`src/hw/dio_pkg.sv`:
```
// Package for the eight-channel digital I/O block: widths, timing constants and mode codes.
// Assumes a single 125 MHz clock domain.
package dio_pkg;
  localparam int unsigned NUM_CH = 8;
  localparam int unsigned NUM_PULSE_CH = 4;
  localparam int unsigned CLK_HZ = 125000000;
  // Fastest pulse input per channel group
  localparam int unsigned FAST_IN_HZ = 50000;
  localparam int unsigned SLOW_IN_HZ = 1000;
  // Highest pulse output frequency
  localparam int unsigned PULSE_OUT_MAX_HZ = 10000;
  // Shortest half period allowed on the pulse output, rounded up
  localparam int unsigned PULSE_OUT_MIN_HALF = (CLK_HZ + 2 * PULSE_OUT_MAX_HZ - 1) / (2 * PULSE_OUT_MAX_HZ);
  // Rate scale: 0 Hz gives 4 mA, 1 kHz gives 20 mA, value in microamps
  localparam int unsigned RATE_ZERO_UA = 4000;
  localparam int unsigned RATE_SPAN_UA = 16000;
  localparam int unsigned RATE_FULL_HZ = 1000;
  // Indicator blink length on fail-safe entry, in ms
  localparam int unsigned BLINK_MS = 100;
  localparam int unsigned BLINK_CYC = CLK_HZ / 1000 * BLINK_MS;
  // Clocks the switch needs to cross its synchroniser before it is captured
  localparam int unsigned STRAP_SETTLE = 2;
  localparam int unsigned CNT_W = 32;
  localparam int unsigned RATE_W = 16;
  localparam int unsigned TMR_W = 32;

  // Channel modes
  typedef enum logic [1:0]
  {
    MODE_INPUT = 2'h0,
    MODE_OUTPUT = 2'h1,
    MODE_PULSE_IN = 2'h2,
    MODE_PULSE_OUT = 2'h3
  } ch_mode_t;
endpackage

```
`src/hw/digital_io_pulse_failsafe.sv`:
```
// Eight bidirectional digital I/O channels with output fail-safe; pulse count/rate and pulse output on channels 0 to 3 only.
// Assumes the terminals arrive asynchronously, counts are backed by an external non-volatile store
// through the preload/save ports, and the configuration switch is a static level.
`timescale 1ns/100ps
module digital_io_pulse_failsafe
  import dio_pkg::*;
#(
  parameter int unsigned N = NUM_CH
)
(
  // Clock, reset, enable
  input wire logic i_clk,
  input wire logic i_sys_rst,
  input wire logic i_ce,
  // Configuration switch 6
  input wire logic i_factory_sw,
  // Per-channel configuration
  input wire logic [2*N-1:0] i_mode,
  input wire logic [N-1:0] i_fs_state,
  input wire logic [N*TMR_W-1:0] i_fs_time,
  input wire logic [CNT_W-1:0] i_count_period,
  input wire logic [N*16-1:0] i_pulse_half,
  // Output updates
  input wire logic [N-1:0] i_upd,
  input wire logic [N-1:0] i_upd_val,
  // Non-volatile count preload
  input wire logic i_nv_load,
  input wire logic [N*CNT_W-1:0] i_nv_count,
  // Terminals (open collector)
  input wire logic [N-1:0] i_term,
  output logic [N-1:0] o_term,
  output logic [N-1:0] o_term_oe_n,
  // Status
  output logic [N-1:0] o_in_val,
  output logic [N-1:0] o_led,
  output logic [N-1:0] o_fs_active,
  output logic [N*CNT_W-1:0] o_count,
  output logic [N*RATE_W-1:0] o_rate_ua,
  output logic o_count_save,
  output logic o_factory_default,
  output logic o_radio_en
);

  // ----------------------------------------------------------------
  // Terminal synchronisers and strap capture
  // ----------------------------------------------------------------
  logic [N-1:0] s1_q, s1_d, s2_q, s2_d, prev_q, prev_d;
  logic fact_q, fact_d, sw1_q, sw1_d, sw2_q, sw2_d, strap_done_q, strap_done_d;
  logic [1:0] settle_q, settle_d;
  logic io_en;

  // factory strap capture, taken once after reset release
  always_comb
  begin
    s1_d = i_term;
    s2_d = s1_q;
    prev_d = s2_q;
    sw1_d = i_factory_sw;
    sw2_d = sw1_q;
    // Capturing on the first edge would only see the synchroniser's reset value
    settle_d = (settle_q == 2'(STRAP_SETTLE)) ? settle_q : settle_q + 1'b1;
    strap_done_d = (settle_q == 2'(STRAP_SETTLE));
    fact_d = strap_done_q ? fact_q : sw2_q;
  end

  always_ff @(posedge i_clk or posedge i_sys_rst)
  begin
    if (i_sys_rst)
    begin
      s1_q <= '1;
      s2_q <= '1;
      prev_q <= '1;
      sw1_q <= 1'b0;
      sw2_q <= 1'b0;
      fact_q <= 1'b0;
      strap_done_q <= 1'b0;
      settle_q <= '0;
    end
    else if (i_ce)
    begin
      s1_q <= s1_d;
      s2_q <= s2_d;
      prev_q <= prev_d;
      sw1_q <= sw1_d;
      sw2_q <= sw2_d;
      fact_q <= fact_d;
      strap_done_q <= strap_done_d;
      settle_q <= settle_d;
    end
  end

  // switch on keeps radio and I/O off; sampled level, not the capture
  assign io_en = ~sw2_q & strap_done_q;
  assign o_factory_default = fact_q;
  assign o_radio_en = io_en;

  // ----------------------------------------------------------------
  // Per-channel logic
  // ----------------------------------------------------------------
  logic [N-1:0] drive_q, drive_d, fs_q, fs_d, pout_q, pout_d;
  logic [TMR_W-1:0] tmr_q [N], tmr_d [N];
  logic [TMR_W-1:0] blink_q [N], blink_d [N];
  logic [15:0] half_q [N], half_d [N];
  logic [CNT_W-1:0] cnt_q [N], cnt_d [N], win_cnt_q [N], win_cnt_d [N];
  logic [RATE_W-1:0] rate_q [N], rate_d [N];
  logic [CNT_W-1:0] per_q, per_d;
  logic save_q, save_d;
  logic win_end;

  // Shared counting window; one second of edges gives twice the frequency
  assign win_end = (per_q == '0);
  always_comb
  begin
    per_d = win_end ? i_count_period : per_q - 1'b1;
    save_d = win_end;
  end

  always_comb
  begin
    for (int c = 0; c < N; c++)
    begin
      automatic ch_mode_t md = ch_mode_t'(i_mode[2*c +: 2]);
      automatic logic pulse_ok = (c < NUM_PULSE_CH);
      automatic logic chg = s2_q[c] ^ prev_q[c];
      automatic logic [CNT_W+15:0] scaled = '0;
      automatic logic [15:0] hlf = i_pulse_half[16*c +: 16];
      drive_d[c] = drive_q[c];
      fs_d[c] = fs_q[c];
      tmr_d[c] = tmr_q[c];
      blink_d[c] = (blink_q[c] != '0) ? blink_q[c] - 1'b1 : blink_q[c];
      pout_d[c] = pout_q[c];
      half_d[c] = half_q[c];
      cnt_d[c] = cnt_q[c];
      win_cnt_d[c] = win_cnt_q[c];
      rate_d[c] = rate_q[c];
      if (md == MODE_OUTPUT || (md == MODE_PULSE_OUT && pulse_ok))
      begin
        if (i_upd[c])
        begin
          // update reloads timer and clears fail-safe
          drive_d[c] = i_upd_val[c];
          fs_d[c] = 1'b0;
          blink_d[c] = '0;
          tmr_d[c] = i_fs_time[TMR_W*c +: TMR_W];
        end
        else if (!fs_q[c] && tmr_q[c] != '0)
        begin
          tmr_d[c] = tmr_q[c] - 1'b1;
          if (tmr_q[c] == TMR_W'(1))
          begin
            // expiry forces state and starts blink
            fs_d[c] = 1'b1;
            drive_d[c] = i_fs_state[c];
            blink_d[c] = TMR_W'(BLINK_CYC);
          end
        end
      end
      // pulse output toggles at a half period no shorter than the 10 kHz limit
      if (md == MODE_PULSE_OUT && pulse_ok && drive_q[c])
      begin
        if (half_q[c] == '0)
        begin
          pout_d[c] = ~pout_q[c];
          half_d[c] = (hlf < 16'(PULSE_OUT_MIN_HALF)) ? 16'(PULSE_OUT_MIN_HALF) : hlf;
        end
        else
          half_d[c] = half_q[c] - 1'b1;
      end
      else
        pout_d[c] = 1'b0;
      // count input state changes in pulse channels
      if (md == MODE_PULSE_IN && pulse_ok)
      begin
        if (chg)
          cnt_d[c] = cnt_q[c] + 1'b1;
        win_cnt_d[c] = win_end ? CNT_W'(chg) : win_cnt_q[c] + CNT_W'(chg);
        if (win_end)
        begin
          // linear rate, edges over the window taken as twice the frequency
          scaled = (CNT_W+16)'(win_cnt_q[c]) * (CNT_W+16)'(RATE_SPAN_UA / 2 / RATE_FULL_HZ);
          rate_d[c] = RATE_W'(RATE_ZERO_UA) + scaled[RATE_W-1:0];
        end
      end
      // counts restored from the non-volatile copy
      if (i_nv_load)
        cnt_d[c] = i_nv_count[CNT_W*c +: CNT_W];
    end
  end

  always_ff @(posedge i_clk or posedge i_sys_rst)
  begin
    if (i_sys_rst)
    begin
      drive_q <= '0;
      fs_q <= '0;
      pout_q <= '0;
      per_q <= '0;
      save_q <= 1'b0;
      for (int c = 0; c < N; c++)
      begin
        tmr_q[c] <= '0;
        blink_q[c] <= '0;
        half_q[c] <= '0;
        cnt_q[c] <= '0;
        win_cnt_q[c] <= '0;
        rate_q[c] <= RATE_W'(RATE_ZERO_UA);
      end
    end
    else if (i_ce)
    begin
      drive_q <= drive_d;
      fs_q <= fs_d;
      pout_q <= pout_d;
      per_q <= per_d;
      save_q <= save_d;
      tmr_q <= tmr_d;
      blink_q <= blink_d;
      half_q <= half_d;
      cnt_q <= cnt_d;
      win_cnt_q <= win_cnt_d;
      rate_q <= rate_d;
    end
  end

  // ----------------------------------------------------------------
  // Pin and indicator outputs
  // ----------------------------------------------------------------
  always_comb
  begin
    for (int c = 0; c < N; c++)
    begin
      automatic ch_mode_t md = ch_mode_t'(i_mode[2*c +: 2]);
      automatic logic on = (md == MODE_PULSE_OUT) ? pout_q[c] : (md == MODE_OUTPUT) & drive_q[c];
      // active output pulls to common; undriven otherwise or when disabled
      o_term[c] = 1'b0;
      o_term_oe_n[c] = ~(on & io_en);
      // input value is active low terminal; reflects output when driven
      o_in_val[c] = ~s2_q[c] & io_en;
      o_led[c] = o_in_val[c] ^ (blink_q[c] != '0);
      o_fs_active[c] = fs_q[c];
      o_count[CNT_W*c +: CNT_W] = cnt_q[c];
      o_rate_ua[RATE_W*c +: RATE_W] = rate_q[c];
    end
  end
  assign o_count_save = save_q;

endmodule

```
`config.mk`:
```
export PLATFORM = sky130hd
export DESIGN_NAME = digital_io_pulse_failsafe
export DESIGN_NICKNAME = d
export VERILOG_FILES = /design/src/hw/dio_pkg.sv /design/src/hw/digital_io_pulse_failsafe.sv
export SDC_FILE = /design/constraint.sdc
export NUM_CORES = 2
export LEC_CHECK = 0
export ABC_AREA = 1
export BUFFER_PORTS_ARGS = -buffer_cell sky130_fd_sc_hd__buf_2
export CORE_AREA = 2 2 450 452
export DETAILED_ROUTE_END_ITERATION = 8
export DIE_AREA = 0 0 452 454
export GPL_ROUTABILITY_DRIVEN = 0
export GPL_TIMING_DRIVEN = 0
export SLEW_MARGIN = 40
export SYNTH_ARGS = -nofsm -noshare
export SYNTH_HDL_FRONTEND = slang
export SYNTH_SLANG_ARGS = --single-unit
```
`constraint.sdc`:
```
create_clock -name i_clk -period 39.8 [get_ports i_clk]
set_input_delay 7.96 -clock i_clk [delete_from_list [all_inputs] [get_ports i_clk]]
set_output_delay 7.96 -clock i_clk [all_outputs]
set_load 0.05 [all_outputs]
```
==> impl_metrics.csv <==
group,metric,value,unit
status,status,"completed",
synthesis,syn_avg_cell_area,6.69,um^2
timing,finalSetupTns,0,ps
synthesis,synth_seq_area_share,38.7,%
power_and_ir_drop,internal_power,0.00267,W
timing,rsz0062_at_grt,"no",
routing,first_pass_iters,8,
floorplanning,core-area,201000,um^2
place,placement.cell_area,74900,um^2
clock_tree,cts_tree,"done",
critical_path,critical_path_arrival,9080,ps
critical_path,cp-end-kind,"primary output",
routing,wire_per_inst,17.6,um
power_and_ir_drop,power_switching,0.00227,W
critical_path,worstPathRequired,31840,ps
timing,period_minus_slack,17040,ps
critical_path,r2r_cells,12,
floorplanning,die_w,452,um
place,place_ws,22720,ps
synthesis,synth_flop_cell,"dfrtp_1",
floorplanning,die_y,454,um
timing,worstMarginPinSlew,936,ps
floorplanning,num_io_pins,1152,
place,place_hpwl,189000,um
clock_tree,cts.reportedPaths.clkPinSlew,60,ps
synthesis,ys_ff_latch,1015,
power_and_ir_drop,switching_share,45.9,%
synthesis,synthDistinctLibCells,63,
routing,ant_nets,0,
critical_path,r2r_start,"prev_d[2]",
power_and_ir_drop,leakage,40.5,nW
power_and_ir_drop,ir_drop,49.9,uV
global_routing,overflow,0,
critical_path,r2r_end,"win_cnt_q[172]",
timing,fin_crit_sh,42.8,%
clock_tree,cts_buffers,130,
timing,relSlewSlack,37.6,%
critical_path,crit_path_start_kind,"input pin",
min_path,holdPathStages,2,
power_and_ir_drop,powerDensity,62.2,nW/um^2
final_layout,area_growth_syn_to_layout,20.6,%
min_path,hold_path_class,"reg -> reg",
global_routing,grt_start_max_net_pins,80,
timing,setup_viol,0,
final_layout,drive_gt1_share,15.0,%
timing,slew_viol_final,0,
global_routing,grt_usage,22.9,%
routing,vias_per_cell,5.05,
clock_tree,ctsHoldBuffers,0,
min_path,hp-start,"o_rate_ua[40]",
clock_tree,clockBufferDepth,3,
power_and_ir_drop,clkPwrFrac,24.8,%
final_layout,final_nets,11800,
synthesis,synth_top_cell_area_share,36.9,%
timing,hold_slack,461,ps
clock_tree,clk_latency,790,ps
critical_path,worst-setup-path-type,"in -> out",
floorplanning,fp.dieArea,205000,um^2
timing,finClkSkew,33.9,ps
floorplanning,row_count,165,
global_routing,grt_pass1_wl,375000,um
routing,wirelength,245000,um
synthesis,netlist_area,65800,um^2
clock_tree,ctsResizeCount,0,
timing,hold_viol_final,0,
power_and_ir_drop,sequentialPowerShare,32.3,%
global_routing,antenna_found_initial,46,
power_and_ir_drop,finalPower,0.00493,W
routing,drcViolationCount,0,
clock_tree,cts_sinks,1015,
floorplanning,start_util,32.8,%
synthesis,synthArstFlopShare,100,%
min_path,whs_endpoint,"o_rate_ua[40]",
global_routing,grt_pass1_vias,66300,
synthesis,yosys_warnings,0,
place,io_buffers,998,
synthesis,synth_top_cell_by_area,"dfrtp_1",
routing,vias,70000,
critical_path,rrSetupSlack,36840,ps
clock_tree,post_cts_buffers,0,
power_and_ir_drop,combPwrFrac,43.0,%
synthesis,synth_area_leaders,"dfrtp_1 (37%), nand2_1 (18%), nor2_1 (8.4%)",
routing,drt-initial-drc-count,5979,
synthesis,synth_edf_count,0,
synthesis,syn_inst,9833,
timing,setup_ws,22760,ps
final_layout,design_area,79300,um^2
clock_tree,root_buffer,"clkbuf_16",
timing,timing.fmax,58.7,MHz
run,maxCapViolations,0,
critical_path,cp_max_fo,5,
clock_tree,htreeDepth,4,
## synth_stat cells (114+ instances only)
cell type,number
nor3_1,162
o21ai_1,114
nand4_1,193
xor2_1,264
nand2_1,3106
nor2_1,1472
inv_1,1008
clkbuf_1,161
a21oi_1,225
dfrtp_1,971
nand3_1,630
o21ai_0,625
## through the flow
stage | std cells | util [%]
after floorplan | 9915 | -
after global placement | 13600 | 37.1
after detailed placement | 13600 | 37.3
after CTS | 13800 | 39.4
after global routing | 13900 | 39.5
final | 13900 | 39.5
## critical path, cell delays in order
cell and delay [ps]:
buf_2 90, nor2_1 490, nand3_1 250, buf_2 280
## placed cells by master, fill, tap and decap left out, types with 84 or more instances in the layout
cell,instances
buf_4,91
clkbuf_1,180
nand3_1,630
nor3_1,162
buf_2,1090
xor2_1,263
clkbuf_16,133
o21ai_0,625
nor2_1,1470
nand2_1,3106
o21ai_1,114
inv_1,1006
conb_1,84
a21oi_1,224
dfrtp_1,971
nand4_1,193
## power by group through the flow
| stage | clock, W | combinational (W) | sequential (W) |
|---|---|---|---|
| 2_1_floorplan | 0 | 0.00141 | 0.00170 |
| 3_3_place_gp | 0 | 0.00205 | 0.00159 |
| 3_5_place_dp | 0 | 0.00209 | 0.00159 |
| 4_1_cts | 0.00125 | 0.00210 | 0.00158 |
| 5_1_grt | 0.00129 | 0.00238 | 0.00163 |
| 6_report | 0.00122 | 0.00212 | 0.00159 |
## cells by family after synthesis
family	count (synthesis)	synth area share (%)
fa+ha+maj	58	1.10
buf+inv	1418	8.98
compound gates	1230	10.2
other cells	2	0.0114
flops	1015	38.7
xor+xnor	325	4.33
mux	7	0.106
simple gates	5778	36.6
## final cells by class
class                      count  area [um^2]
fill                       21200       122000
multi-input combinational   7482        34800
sequential                  1015        25500
timing repair buffer        1013         5410
inverter                    1037         3900
clock buffer                 176         3650
tap                         2672         3340
buffer                       381         2030
clock inverter                55          688
antenna                       35         87.6
## worst max-delay path by stage
| stage | cells past startpoint | end | from | slack (ps) |
|---|---|---|---|---|
| after floorplan | 1 | blink_q[0] | i_sys_rst | 3350 |
| after global placement | 2 | o_count[213] | i_sys_rst | -10820 |
| after detailed placement | 4 | o_term_oe_n[7] | i_mode[15] | 22720 |
| after CTS | 4 | o_term_oe_n[7] | i_mode[15] | 22720 |
| after global routing | 4 | o_term_oe_n[7] | i_mode[15] | 22700 |
| final | 4 | o_term_oe_n[7] | i_mode[15] | 22760 |
## layer usage
| metal | wire [um] | vias up | track usage, % |
|---|---|---|---|
| met5 | 27 | - | 0 |
| met4 | 14600 | 4 | 13.2 |
| met3 | 16600 | 605 | 3.62 |
| met2 | 113000 | 2782 | 37.1 |
| met1 | 101000 | 32900 | 29.1 |
| li1 | - | 33700 | - |
## sequential cells by signal (all words and copies together) (netlist names), 2 cells and up
signal       count
s1_q             8
tmr_q          256
win_cnt_q       52
drive_q          8
per_q           32
o_fs_active      8
prev_q           4
settle_q         2
o_count        256
pout_q           4
prev_d           8
blink_q        256
o_rate_ua       52
half_q          64
Power figures use the tool's default switching activity.
